[config.mk]
export PLATFORM = sky130hd
export DESIGN_NAME = mpc_pin_config
export DESIGN_NICKNAME = d
export VERILOG_FILES = /design/src/mpc_pkg.sv /design/src/mpc_sync2.sv /design/src/mpc_toggle_limit.sv /design/src/mpc_pin_config.sv
export SDC_FILE = /design/constraint.sdc
export NUM_CORES = 1
export LEC_CHECK = 0
export BUFFER_PORTS_ARGS = -buffer_cell sky130_fd_sc_hd__buf_2
export CAP_MARGIN = 20
export CELL_PAD_IN_SITES_DETAIL_PLACEMENT = 1
export CELL_PAD_IN_SITES_GLOBAL_PLACEMENT = 1
export CORE_AREA = 2 2 75 77
export CTS_CLUSTER_DIAMETER = 30
export CTS_CLUSTER_SIZE = 8
export DETAILED_ROUTE_END_ITERATION = 8
export DIE_AREA = 0 0 77 79
export GPL_TIMING_DRIVEN = 1
export PLACE_DENSITY = 0.87
export SYNTH_ARGS = -nofsm -noshare
export SYNTH_HDL_FRONTEND = slang
export SYNTH_SLANG_ARGS = --single-unit
[constraint.sdc]
create_clock -name core_clk -period 2.3 [get_ports core_clk]
set_clock_uncertainty 0.1 [all_clocks]
set_input_delay 0.23 -clock core_clk [delete_from_list [all_inputs] [get_ports core_clk]]
set_output_delay 0.23 -clock core_clk [all_outputs]
set_load 0.01 [all_outputs]
[src/mpc_pkg.sv]
// Package for the multifunction pin configuration block.
// Assumes a byte-wide register port inside the codec, clocked by core_clk.
package mpc_pkg;

  ////////////////////////////////////////////////////////////////////////////
  // Register offsets
  localparam logic [7:0] ADDR_OUT_PIN_FUNCTION_CFG = 8'h0c;
  localparam logic [7:0] ADDR_INPUT_PIN_CFG        = 8'h0d;
  localparam logic [7:0] ADDR_PIN_VALUE_MONITOR    = 8'h0e;

  // Reset values
  localparam logic [7:0] RST_OUT_PIN_FUNCTION_CFG = 8'h00;
  localparam logic [7:0] RST_INPUT_PIN_CFG        = 8'h00;
  localparam logic [7:0] RST_PIN_VALUE_MONITOR    = 8'h00;

  // Field positions
  localparam int FUNC_LSB      = 4;
  localparam int SPEED_SEL_BIT = 3;
  localparam int DRIVE_LSB     = 0;
  localparam int IN_A_EN_BIT   = 1;
  localparam int IN_B_EN_BIT   = 0;
  localparam int IO_A_LVL_BIT  = 7;
  localparam int OUT_B_LVL_BIT = 5;
  localparam int IO_A_MON_BIT  = 3;
  localparam int IN_B_MON_BIT  = 2;
  localparam int IN_A_MON_BIT  = 1;
  localparam logic [7:0] INPUT_CFG_WMASK = 8'h03;
  localparam logic [7:0] VALUE_WMASK     = 8'ha0;

  // Function codes
  localparam logic [3:0] FN_DISABLED  = 4'h0;
  localparam logic [3:0] FN_INPUT     = 4'h1;
  localparam logic [3:0] FN_GP_OUTPUT = 4'h2;
  localparam logic [3:0] FN_IRQ       = 4'h3;
  localparam logic [3:0] FN_ASI_MUXED = 4'hc;
  localparam logic [3:0] FN_DAISY_OUT = 4'hd;

  // Drive codes
  localparam logic [2:0] DRV_HIZ        = 3'h0;
  localparam logic [2:0] DRV_PUSH_PULL  = 3'h1;
  localparam logic [2:0] DRV_LOW_WEAKHI = 3'h2;
  localparam logic [2:0] DRV_LOW_HIZ    = 3'h3;
  localparam logic [2:0] DRV_WEAKLO_HI  = 3'h4;
  localparam logic [2:0] DRV_HIZ_HI     = 3'h5;

  // Toggle limit on the output pin
  localparam int CLK_HZ        = 125_000_000;
  localparam int MAX_TOGGLE_HZ = 6_000_000;
  // Shortest hold between level changes, half a period at the limit, rounded up
  localparam int TOGGLE_GAP_CYC = (CLK_HZ + 2 * MAX_TOGGLE_HZ - 1) / (2 * MAX_TOGGLE_HZ);

  ////////////////////////////////////////////////////////////////////////////
  typedef struct packed {
    logic       wr_en;
    logic       rd_en;
    logic [7:0] addr;
    logic [7:0] wdata;
  } mpc_reg_req_type;

  typedef struct packed {
    logic       rvalid;
    logic [7:0] rdata;
  } mpc_reg_rsp_type;

  // Pad driver control: drive strengths per level
  typedef struct packed {
    logic level;
    logic strong_en;
    logic weak_en;
  } mpc_pad_type;

endpackage : mpc_pkg

[src/mpc_sync2.sv]
// Two-flop synchroniser for pin levels entering the core_clk domain.
// Assumes a free-running core_clk and synchronous active-low reset.
module mpc_sync2 #(
  parameter int WIDTH = 3
) (
  // Clock and reset
  input  wire logic             core_clk,
  input  wire logic             rst_b,
  // Data
  input  wire logic [WIDTH-1:0] async_in,
  output logic      [WIDTH-1:0] sync_out
);

  if (WIDTH < 1)
  begin : g_width_chk
    $error("WIDTH must be at least 1");
  end

  typedef struct packed {
    logic [WIDTH-1:0] meta;
    logic [WIDTH-1:0] stable;
  } mpc_sync_state_type;

  mpc_sync_state_type st_q;
  mpc_sync_state_type st_d;

  always_comb
  begin
    st_d.meta   = async_in;
    st_d.stable = st_q.meta;
  end

  always_ff @(posedge core_clk)
  begin
    if (!rst_b)
      st_q <= '0;
    else
      st_q <= st_d;
  end

  assign sync_out = st_q.stable;

endmodule // mpc_sync2

[src/mpc_toggle_limit.sv]
// Holds each change of the output level for a minimum number of cycles.
// Assumes the level is produced on core_clk; the first change passes at once.
module mpc_toggle_limit #(
  parameter int GAP_CYC = 11
) (
  // Clock and reset
  input  wire logic core_clk,
  input  wire logic rst_b,
  // Level
  input  wire logic level_in,
  output logic      level_out
);

  localparam int CW = $clog2(GAP_CYC + 1);

  if (GAP_CYC < 1)
  begin : g_gap_chk
    $error("GAP_CYC must be at least 1");
  end

  typedef struct packed {
    logic          level;
    logic [CW-1:0] hold;
  } mpc_tl_state_type;

  mpc_tl_state_type st_q;
  mpc_tl_state_type st_d;

  always_comb
  begin
    st_d = st_q;
    if (st_q.hold != '0)
      st_d.hold = st_q.hold - CW'(1);
    else if (level_in != st_q.level)
    begin
      st_d.level = level_in;
      st_d.hold  = CW'(GAP_CYC - 1);
    end
  end

  always_ff @(posedge core_clk)
  begin
    if (!rst_b)
      st_q <= '0;
    else
      st_q <= st_d;
  end

  assign level_out = st_q.level;

endmodule // mpc_toggle_limit

[src/mpc_pin_config.sv]
// Configuration and value logic for the four multifunction pins.
// Assumes a same-clock byte register port, pin inputs from the pads
// (synchronised here) and function sources from the core on core_clk.

//////////////////////////////////////////////////////////////////////////////
// Behaviour
// - Function codes 0,1,2: disabled, input, output
// - Code 3 drives chip interrupt request out
// - Code 12 drives muxed serial audio data
// - Code 13 drives daisy-chain data output
// - Output pin toggles no faster than 6 MHz, except peripheral data-out with speed bit set
// - Peripheral mode: pin is data-out, function ignored
// - No bus-keeper while carrying serial audio
// - Speed bit clear: limited peripheral data-out
// - Speed bit set: high-speed peripheral data-out
// - Drive codes 0..5 select pad drive style
// - Peripheral mode: drive field ignored, chip-select
// - Input config bit 1 enables input A
// - Input config bit 0 enables input B
// - Input config bits 7-2 read zero
// - Value bits 7,5 writable; 6,4,0 read zero
// - Output function drives value bit level
// - Monitor bits 3,2,1 show sampled input levels
module mpc_pin_config (
  // Clock and reset
  input  wire logic                     core_clk,
  input  wire logic                     rst_b,
  // Register port
  input  wire mpc_pkg::mpc_reg_req_type reg_req,
  output mpc_pkg::mpc_reg_rsp_type      reg_rsp,
  // Control interface mode
  input  wire logic                     periph_mode,
  input  wire logic                     periph_dataout,
  input  wire logic                     periph_dataout_en,
  // Internal function sources
  input  wire logic                     irq_level,
  input  wire logic                     primary_serial_audio_port_dout,
  input  wire logic                     secondary_serial_audio_port_dout,
  input  wire logic                     secondary_dout_sel,
  input  wire logic                     daisy_dout,
  input  wire logic                     io_a_out_en,
  // Pin levels from pads
  input  wire logic                     io_pin_a_in,
  input  wire logic                     in_pin_a_in,
  input  wire logic                     in_pin_b_in,
  input  wire logic                     out_pin_b_in,
  // Out pin B pad control
  output mpc_pkg::mpc_pad_type          out_pin_b_pad,
  output logic                          out_pin_b_keeper_en,
  output logic                          out_pin_b_input_en,
  // io pin A output level for the general-purpose output case
  output logic                          io_a_out_level,
  output logic                          io_pin_a_oe,
  // Input enables and sampled levels toward the core
  output logic                          input_a_enable,
  output logic                          input_b_enable,
  output logic                          in_pin_a_level,
  output logic                          in_pin_b_level,
  output logic                          out_pin_b_level_in
);

  ////////////////////////////////////////////////////////////////////////////
  // State
  typedef struct packed {
    logic [3:0] out_pin_function;
    logic       periph_dataout_speed_sel;
    logic [2:0] out_pin_drive_mode;
    logic       input_a_enable;
    logic       input_b_enable;
    logic       io_a_out_level;
    logic       out_b_level;
    logic       io_a_monitor;
    logic       input_a_monitor;
    logic       input_b_monitor;
    mpc_pkg::mpc_reg_rsp_type rsp;
    mpc_pkg::mpc_pad_type     pad;
    logic       keeper_en;
    logic       pin_in_en;
  } mpc_state_type;

  mpc_state_type st_q;
  mpc_state_type st_d;

  logic [3:0] pins_sync;
  logic       lvl_raw;
  logic       lvl_lim;

  ////////////////////////////////////////////////////////////////////////////
  // Pin synchronisers
  mpc_sync2 #(
    .WIDTH (4)
  ) u_sync (
    .core_clk (core_clk),
    .rst_b    (rst_b),
    .async_in ({io_pin_a_in, in_pin_a_in, in_pin_b_in, out_pin_b_in}),
    .sync_out (pins_sync)
  );

  ////////////////////////////////////////////////////////////////////////////
  // Functions
  function automatic logic fn_drives(input logic [3:0] fn);
    case (fn)
      mpc_pkg::FN_GP_OUTPUT,
      mpc_pkg::FN_IRQ,
      mpc_pkg::FN_ASI_MUXED,
      mpc_pkg::FN_DAISY_OUT: fn_drives = 1'b1;
      default:               fn_drives = 1'b0;
    endcase
  endfunction

  // Pad drive style for a level under a drive code
  function automatic mpc_pkg::mpc_pad_type drive_pad(input logic [2:0] drv, input logic lvl);
    mpc_pkg::mpc_pad_type p;
    p.level     = lvl;
    p.strong_en = 1'b0;
    p.weak_en   = 1'b0;
    case (drv)
      mpc_pkg::DRV_PUSH_PULL:  p.strong_en = 1'b1;
      mpc_pkg::DRV_LOW_WEAKHI:
      begin
        p.strong_en = !lvl;
        p.weak_en   = lvl;
      end
      mpc_pkg::DRV_LOW_HIZ:    p.strong_en = !lvl;
      mpc_pkg::DRV_WEAKLO_HI:
      begin
        p.strong_en = lvl;
        p.weak_en   = !lvl;
      end
      mpc_pkg::DRV_HIZ_HI:     p.strong_en = lvl;
      default:                 p.strong_en = 1'b0;
    endcase
    return p;
  endfunction

  ////////////////////////////////////////////////////////////////////////////
  // Level source of the output pin by function
  always_comb
  begin
    case (st_q.out_pin_function)
      mpc_pkg::FN_GP_OUTPUT: lvl_raw = st_q.out_b_level;
      mpc_pkg::FN_IRQ:       lvl_raw = irq_level;
      mpc_pkg::FN_ASI_MUXED: lvl_raw = secondary_dout_sel ? secondary_serial_audio_port_dout
                                                          : primary_serial_audio_port_dout;
      mpc_pkg::FN_DAISY_OUT: lvl_raw = daisy_dout;
      default:               lvl_raw = 1'b0;
    endcase
    // Peripheral data-out shares the limiter so the slow option stays rate limited
    if (periph_mode)
      lvl_raw = periph_dataout;
  end

  // Rate limit in every configured function
  mpc_toggle_limit #(
    .GAP_CYC (mpc_pkg::TOGGLE_GAP_CYC)
  ) u_limit (
    .core_clk  (core_clk),
    .rst_b     (rst_b),
    .level_in  (lvl_raw),
    .level_out (lvl_lim)
  );

  ////////////////////////////////////////////////////////////////////////////
  // Next state
  always_comb
  begin
    st_d = st_q;
    st_d.rsp.rvalid = 1'b0;

    if (reg_req.wr_en)
    begin
      case (reg_req.addr)
        mpc_pkg::ADDR_OUT_PIN_FUNCTION_CFG:
        begin
          st_d.out_pin_function         = reg_req.wdata[mpc_pkg::FUNC_LSB +: 4];
          st_d.periph_dataout_speed_sel = reg_req.wdata[mpc_pkg::SPEED_SEL_BIT];
          st_d.out_pin_drive_mode       = reg_req.wdata[mpc_pkg::DRIVE_LSB +: 3];
        end
        mpc_pkg::ADDR_INPUT_PIN_CFG:
        begin
          st_d.input_a_enable = reg_req.wdata[mpc_pkg::IN_A_EN_BIT];
          st_d.input_b_enable = reg_req.wdata[mpc_pkg::IN_B_EN_BIT];
        end
        mpc_pkg::ADDR_PIN_VALUE_MONITOR:
        begin
          st_d.io_a_out_level = reg_req.wdata[mpc_pkg::IO_A_LVL_BIT];
          st_d.out_b_level    = reg_req.wdata[mpc_pkg::OUT_B_LVL_BIT];
        end
        default: ;
      endcase
    end

    // Monitors follow the pins only while configured as inputs
    if (!io_a_out_en)
      st_d.io_a_monitor = pins_sync[3];
    if (st_q.input_a_enable)
      st_d.input_a_monitor = pins_sync[2];
    if (st_q.input_b_enable)
      st_d.input_b_monitor = pins_sync[1];

    if (reg_req.rd_en)
    begin
      st_d.rsp.rvalid = 1'b1;
      case (reg_req.addr)
        mpc_pkg::ADDR_OUT_PIN_FUNCTION_CFG:
          st_d.rsp.rdata = {st_q.out_pin_function, st_q.periph_dataout_speed_sel, st_q.out_pin_drive_mode};
        mpc_pkg::ADDR_INPUT_PIN_CFG:
          st_d.rsp.rdata = {6'h00, st_q.input_a_enable, st_q.input_b_enable} & mpc_pkg::INPUT_CFG_WMASK;
        mpc_pkg::ADDR_PIN_VALUE_MONITOR:
          st_d.rsp.rdata = {st_q.io_a_out_level, 1'b0, st_q.out_b_level, 1'b0,
                            st_q.io_a_monitor, st_q.input_b_monitor,
                            st_q.input_a_monitor, 1'b0};
        default:
          st_d.rsp.rdata = 8'h00;
      endcase
    end

    // Pad control of the output pin
    if (periph_mode)
    begin
      // Function and drive fields ignored; speed bit picks limited or direct path
      st_d.pad.level     = st_q.periph_dataout_speed_sel ? periph_dataout : lvl_lim;
      st_d.pad.strong_en = periph_dataout_en;
      st_d.pad.weak_en   = 1'b0;
      st_d.keeper_en     = 1'b0;
      st_d.pin_in_en     = 1'b0;
    end
    else
    begin
      if (fn_drives(st_q.out_pin_function))
        st_d.pad = drive_pad(st_q.out_pin_drive_mode, lvl_lim);
      else
        st_d.pad = '0;
      st_d.keeper_en = (st_q.out_pin_function != mpc_pkg::FN_ASI_MUXED) &&
                       (st_q.out_pin_function != mpc_pkg::FN_DAISY_OUT) &&
                       (st_q.out_pin_function != mpc_pkg::FN_DISABLED);
      st_d.pin_in_en = (st_q.out_pin_function == mpc_pkg::FN_INPUT);
    end
  end

  ////////////////////////////////////////////////////////////////////////////
  // Registers
  always_ff @(posedge core_clk)
  begin
    if (!rst_b)
    begin
      st_q <= '0;
      st_q.out_pin_function         <= mpc_pkg::RST_OUT_PIN_FUNCTION_CFG[7:4];
      st_q.periph_dataout_speed_sel <= mpc_pkg::RST_OUT_PIN_FUNCTION_CFG[3];
      st_q.out_pin_drive_mode       <= mpc_pkg::RST_OUT_PIN_FUNCTION_CFG[2:0];
      st_q.input_a_enable           <= mpc_pkg::RST_INPUT_PIN_CFG[1];
      st_q.input_b_enable           <= mpc_pkg::RST_INPUT_PIN_CFG[0];
      st_q.io_a_out_level           <= mpc_pkg::RST_PIN_VALUE_MONITOR[7];
      st_q.out_b_level              <= mpc_pkg::RST_PIN_VALUE_MONITOR[5];
    end
    else
      st_q <= st_d;
  end

  ////////////////////////////////////////////////////////////////////////////
  // Outputs
  assign reg_rsp             = st_q.rsp;
  assign out_pin_b_pad       = st_q.pad;
  assign out_pin_b_keeper_en = st_q.keeper_en;
  assign out_pin_b_input_en  = st_q.pin_in_en;
  assign io_a_out_level      = st_q.io_a_out_level;
  assign io_pin_a_oe         = io_a_out_en;
  assign input_a_enable      = st_q.input_a_enable;
  assign input_b_enable      = st_q.input_b_enable;
  assign in_pin_a_level      = st_q.input_a_monitor;
  assign in_pin_b_level      = st_q.input_b_monitor;
  assign out_pin_b_level_in  = pins_sync[0];

endmodule // mpc_pin_config

* Yosys cells after proc, flatten, opt, wreduce, memory -nomap -nowiden
Index checks and enable logic that the tools add are counted.
Operators by class: add/subtract/negate cells 1, eq/ne operators 16, multiplexer cells 14, bitwise operators 3, reduce and logical (&&, ||, !) cells 15
Operator list (number):
- $eq 8x4->1 const B | 3
- $pmux 8 s3 | 1
- $mux 9 | 1
- $eq 4x2->1 const B | 2
- $eq 4x4->1 const B | 2
- $mux 4 | 2
- $ne 4x4->1 const B | 2
- $reduce_and 2->1 | 4
- $reduce_bool 4->1 | 2
- $eq 3x2->1 const B | 2
- $eq 3x3->1 const B | 2
- $reduce_or 2->1 | 3
- $mux 1 | 5
- $mux 5 | 1
- $eq 4x1->1 const B | 1
- $pmux 1 s4 | 1
- $reduce_or 4->1 | 1
- $sub 4x1->4 const B | 1
- $eq 3x1->1 const B | 1
- $mux 3 | 1
- $not 1->1 | 3
- $pmux 1 s3 | 1
- $reduce_or 3->1 | 1
- $logic_and 1x1->1 | 2
- 4 further kinds | 4
Word-level totals: register bits after elaboration 42, bits of input ports 33, output and inout bits 21, logic and storage cells 70

* Logic depth before layout (Yosys ltp)
depth in word-level cells 6, gate-level depth with buffers 7, gate-level depth less buffers 7

* By module
From an unflattened synthesis, not the netlist that was laid out.
Second synthesis, totals: cell total of the unflattened synthesis 208, area, all modules 1923.1 sq um
Modules (own cells, without submodules):
- mpc_pin_config | instances 1, cells an instance 166, area an instance 1466.4 sq um, sequential area each 580.6 sq um
- mpc_toggle_limit | instances 1, cells an instance 26, area an instance 246.5 sq um, sequential area each 100.1 sq um
- mpc_sync2 | instances 1, cells an instance 16, area an instance 210.2 sq um, sequential area each 160.2 sq um

* Least setup slack after synthesis
No wires, ideal clock.
path kind flip-flop to flip-flop, from register u_limit.st_q[0] (netlist name), to register u_limit.st_q[3] (netlist name), library setup time 116 ps, data arrival time 1452 ps, data required time 2085 ps, setup slack 633 ps, cell stages (with the launch flop) 8, path buffers 0, period minus slack after synthesis 1667 ps, cell sequence dfxtp_1 > inv_1 > ha_1 > nor3b_1 > nand2_1 > a211oi_1 > a211oi_2 > and3_1
On the way: longest elaborated chain between the ends 2, elaborated cells on any way between the ends 4, classes of those cells 1 x add/sub; 1 x mux; 2 x reduce/logical
RTL lines:
- start, declared | line mpc_toggle_limit.sv:26 | mpc_tl_state_type st_q;
- start signal, assigned | line mpc_toggle_limit.sv:46 | st_q <= st_d;
- $sub 4x1->4 / $reduce_bool 4->1 (equally long branches) | line mpc_toggle_limit.sv:33, mpc_toggle_limit.sv:32
- $mux 4 / $reduce_bool 2->1 (equally long branches)
Several ways; a longest one is shown, not always the timed one. A chain may end at the register's enable or synchronous reset.

* Worst setup path after layout
Same ends and word-level chain as after synthesis.

==> summary.txt <==
Placement
  • I/O Buffers: between 50 and 60
  • Post-Place Cell Area: between 0.002 and 0.0025 mm²
  • DP HPWL: ~3400 µm
  • Pre-CTS WS: around 0.34 ns
  • Gpl congestion: between 0.7 and 0.8

Worst setup path
  • Startpoint of the worst register-to-register path: u_limit.st_q[0]
  • R2R Setup Slk: about 0.3 ns
  • Type of origin of the critical path: flop
  • Max incr delay on CP: 0.35 ns
  • CP required: roughly 2.4 ns
  • Reg-to-Reg End: u_limit.st_q[3]
  • Crit end category: flop
  • R2R depth: 7
  • Critical path class: flop to flop
  • Critical Path AT: roughly 2.1 ns
  • CP Cell Sequence: inv_1 -> ha_1 -> nor3b_1 -> nand2_1 -> a211oi_1 -> a211oi_2 -> and3_1
  • Slowest cell on the critical path: nor3b_1
  • Worst Path Max Fanout: 5

Synth
  • Count of different cell masters after synthesis: 36
  • Async S/R FF share, synth: 0
  • Mapped Nets: 242
  • Syn. warnings: 0
  • Synth Area per Inst: between 9 and 10 µm²
  • Ranking of synthesized cells by area: dfxtp_1, nand2_1, mux2i_1
  • Post-synth top area cell: dfxtp_1
  • Gate Count Post-Synth: 208
  • Top-area cell type share of the netlist area: 0.431
  • EDFF count, synth: 0
  • Synth Cell Area: 0.00195 mm²
  • Yosys reg bits: 42
  • Seq/Total Area, Yosys: 0.431
  • Top_reg_cell synth: dfxtp_1

Global routing
  • Gr busiest metal: met2
  • GRT met3 Usage: 0.0523
  • Vias in the first global route: 1,596
  • Congestion Overflow GR: 0
  • Pin count of the biggest net entering global routing: 33
  • Initial antenna violation count: 0
  • M2 GR Usage: 0.271
  • Met1 Resource Use GR: 0.184
  • Global-route wire length before repair: 7580 µm
  • GRT Overall Usage: 0.157

Floorplan
  • Core area: 0.00534 mm²
  • Die Wd: 77 µm
  • Die area: 0.00608 mm²
  • FP Rows: 27
  • Initial Util: 0.365
  • IO Pins: 54
  • Die Y: about 80 µm

Hold path
  • Hold Path End: u_sync.st_d[2]
  • Hold path cells: 2
  • Hold crit path type: input pin to flop
  • Hold Crit Start: in_pin_a_in

Timing
  • Achievable Freq: 500 MHz
  • Min cycle time layout: around 2 ns
  • Least-Margin Pin Slew: 0.349 ns
  • Hold slack: slightly below 0.04 ns
  • RSZ-0062 raised after global routing: false
  • Setup violators final: 0
  • TNS Setup: 0 ns
  • Slew HR: 0.767
  • Hold Violations, Final: 0
  • Fin worst setup slack: between 0.2 and 0.3 ns
  • Slew Viols, Final: 0
  • Period utilisation layout: 0.870

Route
  • Routed wire length: 4430 µm
  • DR iter-0 viols: 56
  • DR DRC count: 0
  • Routed Antenna Nets: 0
  • Pre-antenna DRT Iters: 4
  • DR vias: about 1,600
  • DR WL/cell: about 14 µm
  • DR vias/cell: approximately 4.9

CTS
  • Worst skew pair latency: 0.29 ns
  • CTS tree: yes
  • CTS clk-pin slew, worst paths: approximately 0.08 ns
  • Sink Count: 42
  • CTS buffer count: 5
  • Post-CTS setup repair buffer count: 0
  • Clock buffer depth: 2
  • Hold-fix buffer count after cts: 0
  • CTS H-tree depth: 2
  • Post-CTS sizing: 0
  • Clk root buf: clkbuf_8

Job
  • Max Cap Viol: 0

Layout
  • Diodes inserted: 0
  • Layout cells sized above 1: 0.329
  • Post-route cell area: 0.00229 mm²
  • Nets: 283
  • Most common cell after layout, fill and taps aside: buf_2
  • Area Overhead vs Synth: 17.6%
  • Most frequent cells in the layout: buf_2, dfxtp_1, nand2_1

Run status
  • Outcome: finished, final reports clean

Power and ir drop
  • Pleak: between 0.9 and 1 nW
  • Pwr dens: 733 mW/mm²
  • Peak supply drop: about 0.45 mV
  • Total power: ~0.0017 W
[cell families (layout without fill, tap and decap cells)]
logic type,count (synthesis),count (layout),share of synthesized area
AO/OA/AOI/OAI,35,35,0.141
AND/OR/NAND/NOR,90,90,0.257
flip-flops,42,42,0.431
buffers and inverters,23,64,0.0731
adder cells (fa/ha/maj),1,1,0.00641
multiplexers,17,17,0.0917
[metrics by stage]
step           std cells   util
6_report             321  0.430
3_3_place_gp         314  0.409
4_1_cts              321  0.430
2_1_floorplan        208      -
3_5_place_dp         314  0.409
5_1_grt              321  0.430
[cell usage after synthesis, types with 2 or more instances]
cell      count
nand2_1      27
inv_1         3
nor4_1        2
clkbuf_1      6
nor3b_1       3
mux2i_1      10
mux2_2        7
o31ai_1       2
and3_2        2
a21boi_0      8
buf_4        13
nor2_1        8
nor3_1        3
dfxtp_1      42
nor2b_1       9
a21boi_2      8
nand3_1       8
a21oi_1       5
and2_1       11
o21ai_0       4
nand2b_1     12
[layout make-up]
type                       count  area [µm²]
timing repair buffer          54         273
tap                           72        90.1
sequential                    42         841
clock buffer                   6        82.6
fill                         667        3040
clock inverter                 1        30.0
multi-input combinational    143         967
inverter                       3        11.3
[where the power goes]
group	total (W)	leakage (nW)	switching, W	internal (W)
Combinational	0.000268	0.519	0.000137	0.000131
Sequential	0.000823	0.342	0.0000484	0.000774
Clock	0.000591	0.0573	0.000244	0.000347
[how the worst max path moves through the flow]
stage | slack (ns) | end | start | cells after the start
global placement | 0.43 | u_limit.st_q[3] | u_limit.st_q[0] | 7
global route | 0.13 | u_limit.st_q[3] | u_limit.st_q[0] | 7
detailed placement | 0.34 | st_q[22] | reg_req[15] | 6
finish | 0.30 | u_limit.st_q[3] | u_limit.st_q[0] | 7
CTS | 0.33 | u_limit.st_q[3] | u_limit.st_q[0] | 7
floorplan | 0.63 | u_limit.st_q[3] | u_limit.st_q[0] | 7
[registers in the layout (all words and copies together) (netlist names)]
register             count
u_sync.st_d              4
in_pin_a_level           1
u_sync.sync_out          4
u_limit.st_q             4
input_b_enable           1
io_a_out_level           1
reg_rsp                  9
u_limit.level_out        1
input_a_enable           1
out_pin_b_keeper_en      1
st_q                    10
out_pin_b_input_en       1
in_pin_b_level           1
out_pin_b_pad            3
[worst max-delay path, delay by kind of cell (launching register included)]
family,cells,cell delay [ns]
AOI/OAI and AO/OA,2,0.45
adders and majority gates,1,0.24
buffers and inverters,1,0.08
DFF,1,0.34
and+or+nand+nor,3,0.69
[per-layer routing]
layer,up-vias,wire length [µm]
met2,42,2160
li1,778,-
met4,0,58
met3,8,277
met5,-,0
met1,735,1930
(Power assumes the default switching activity.)
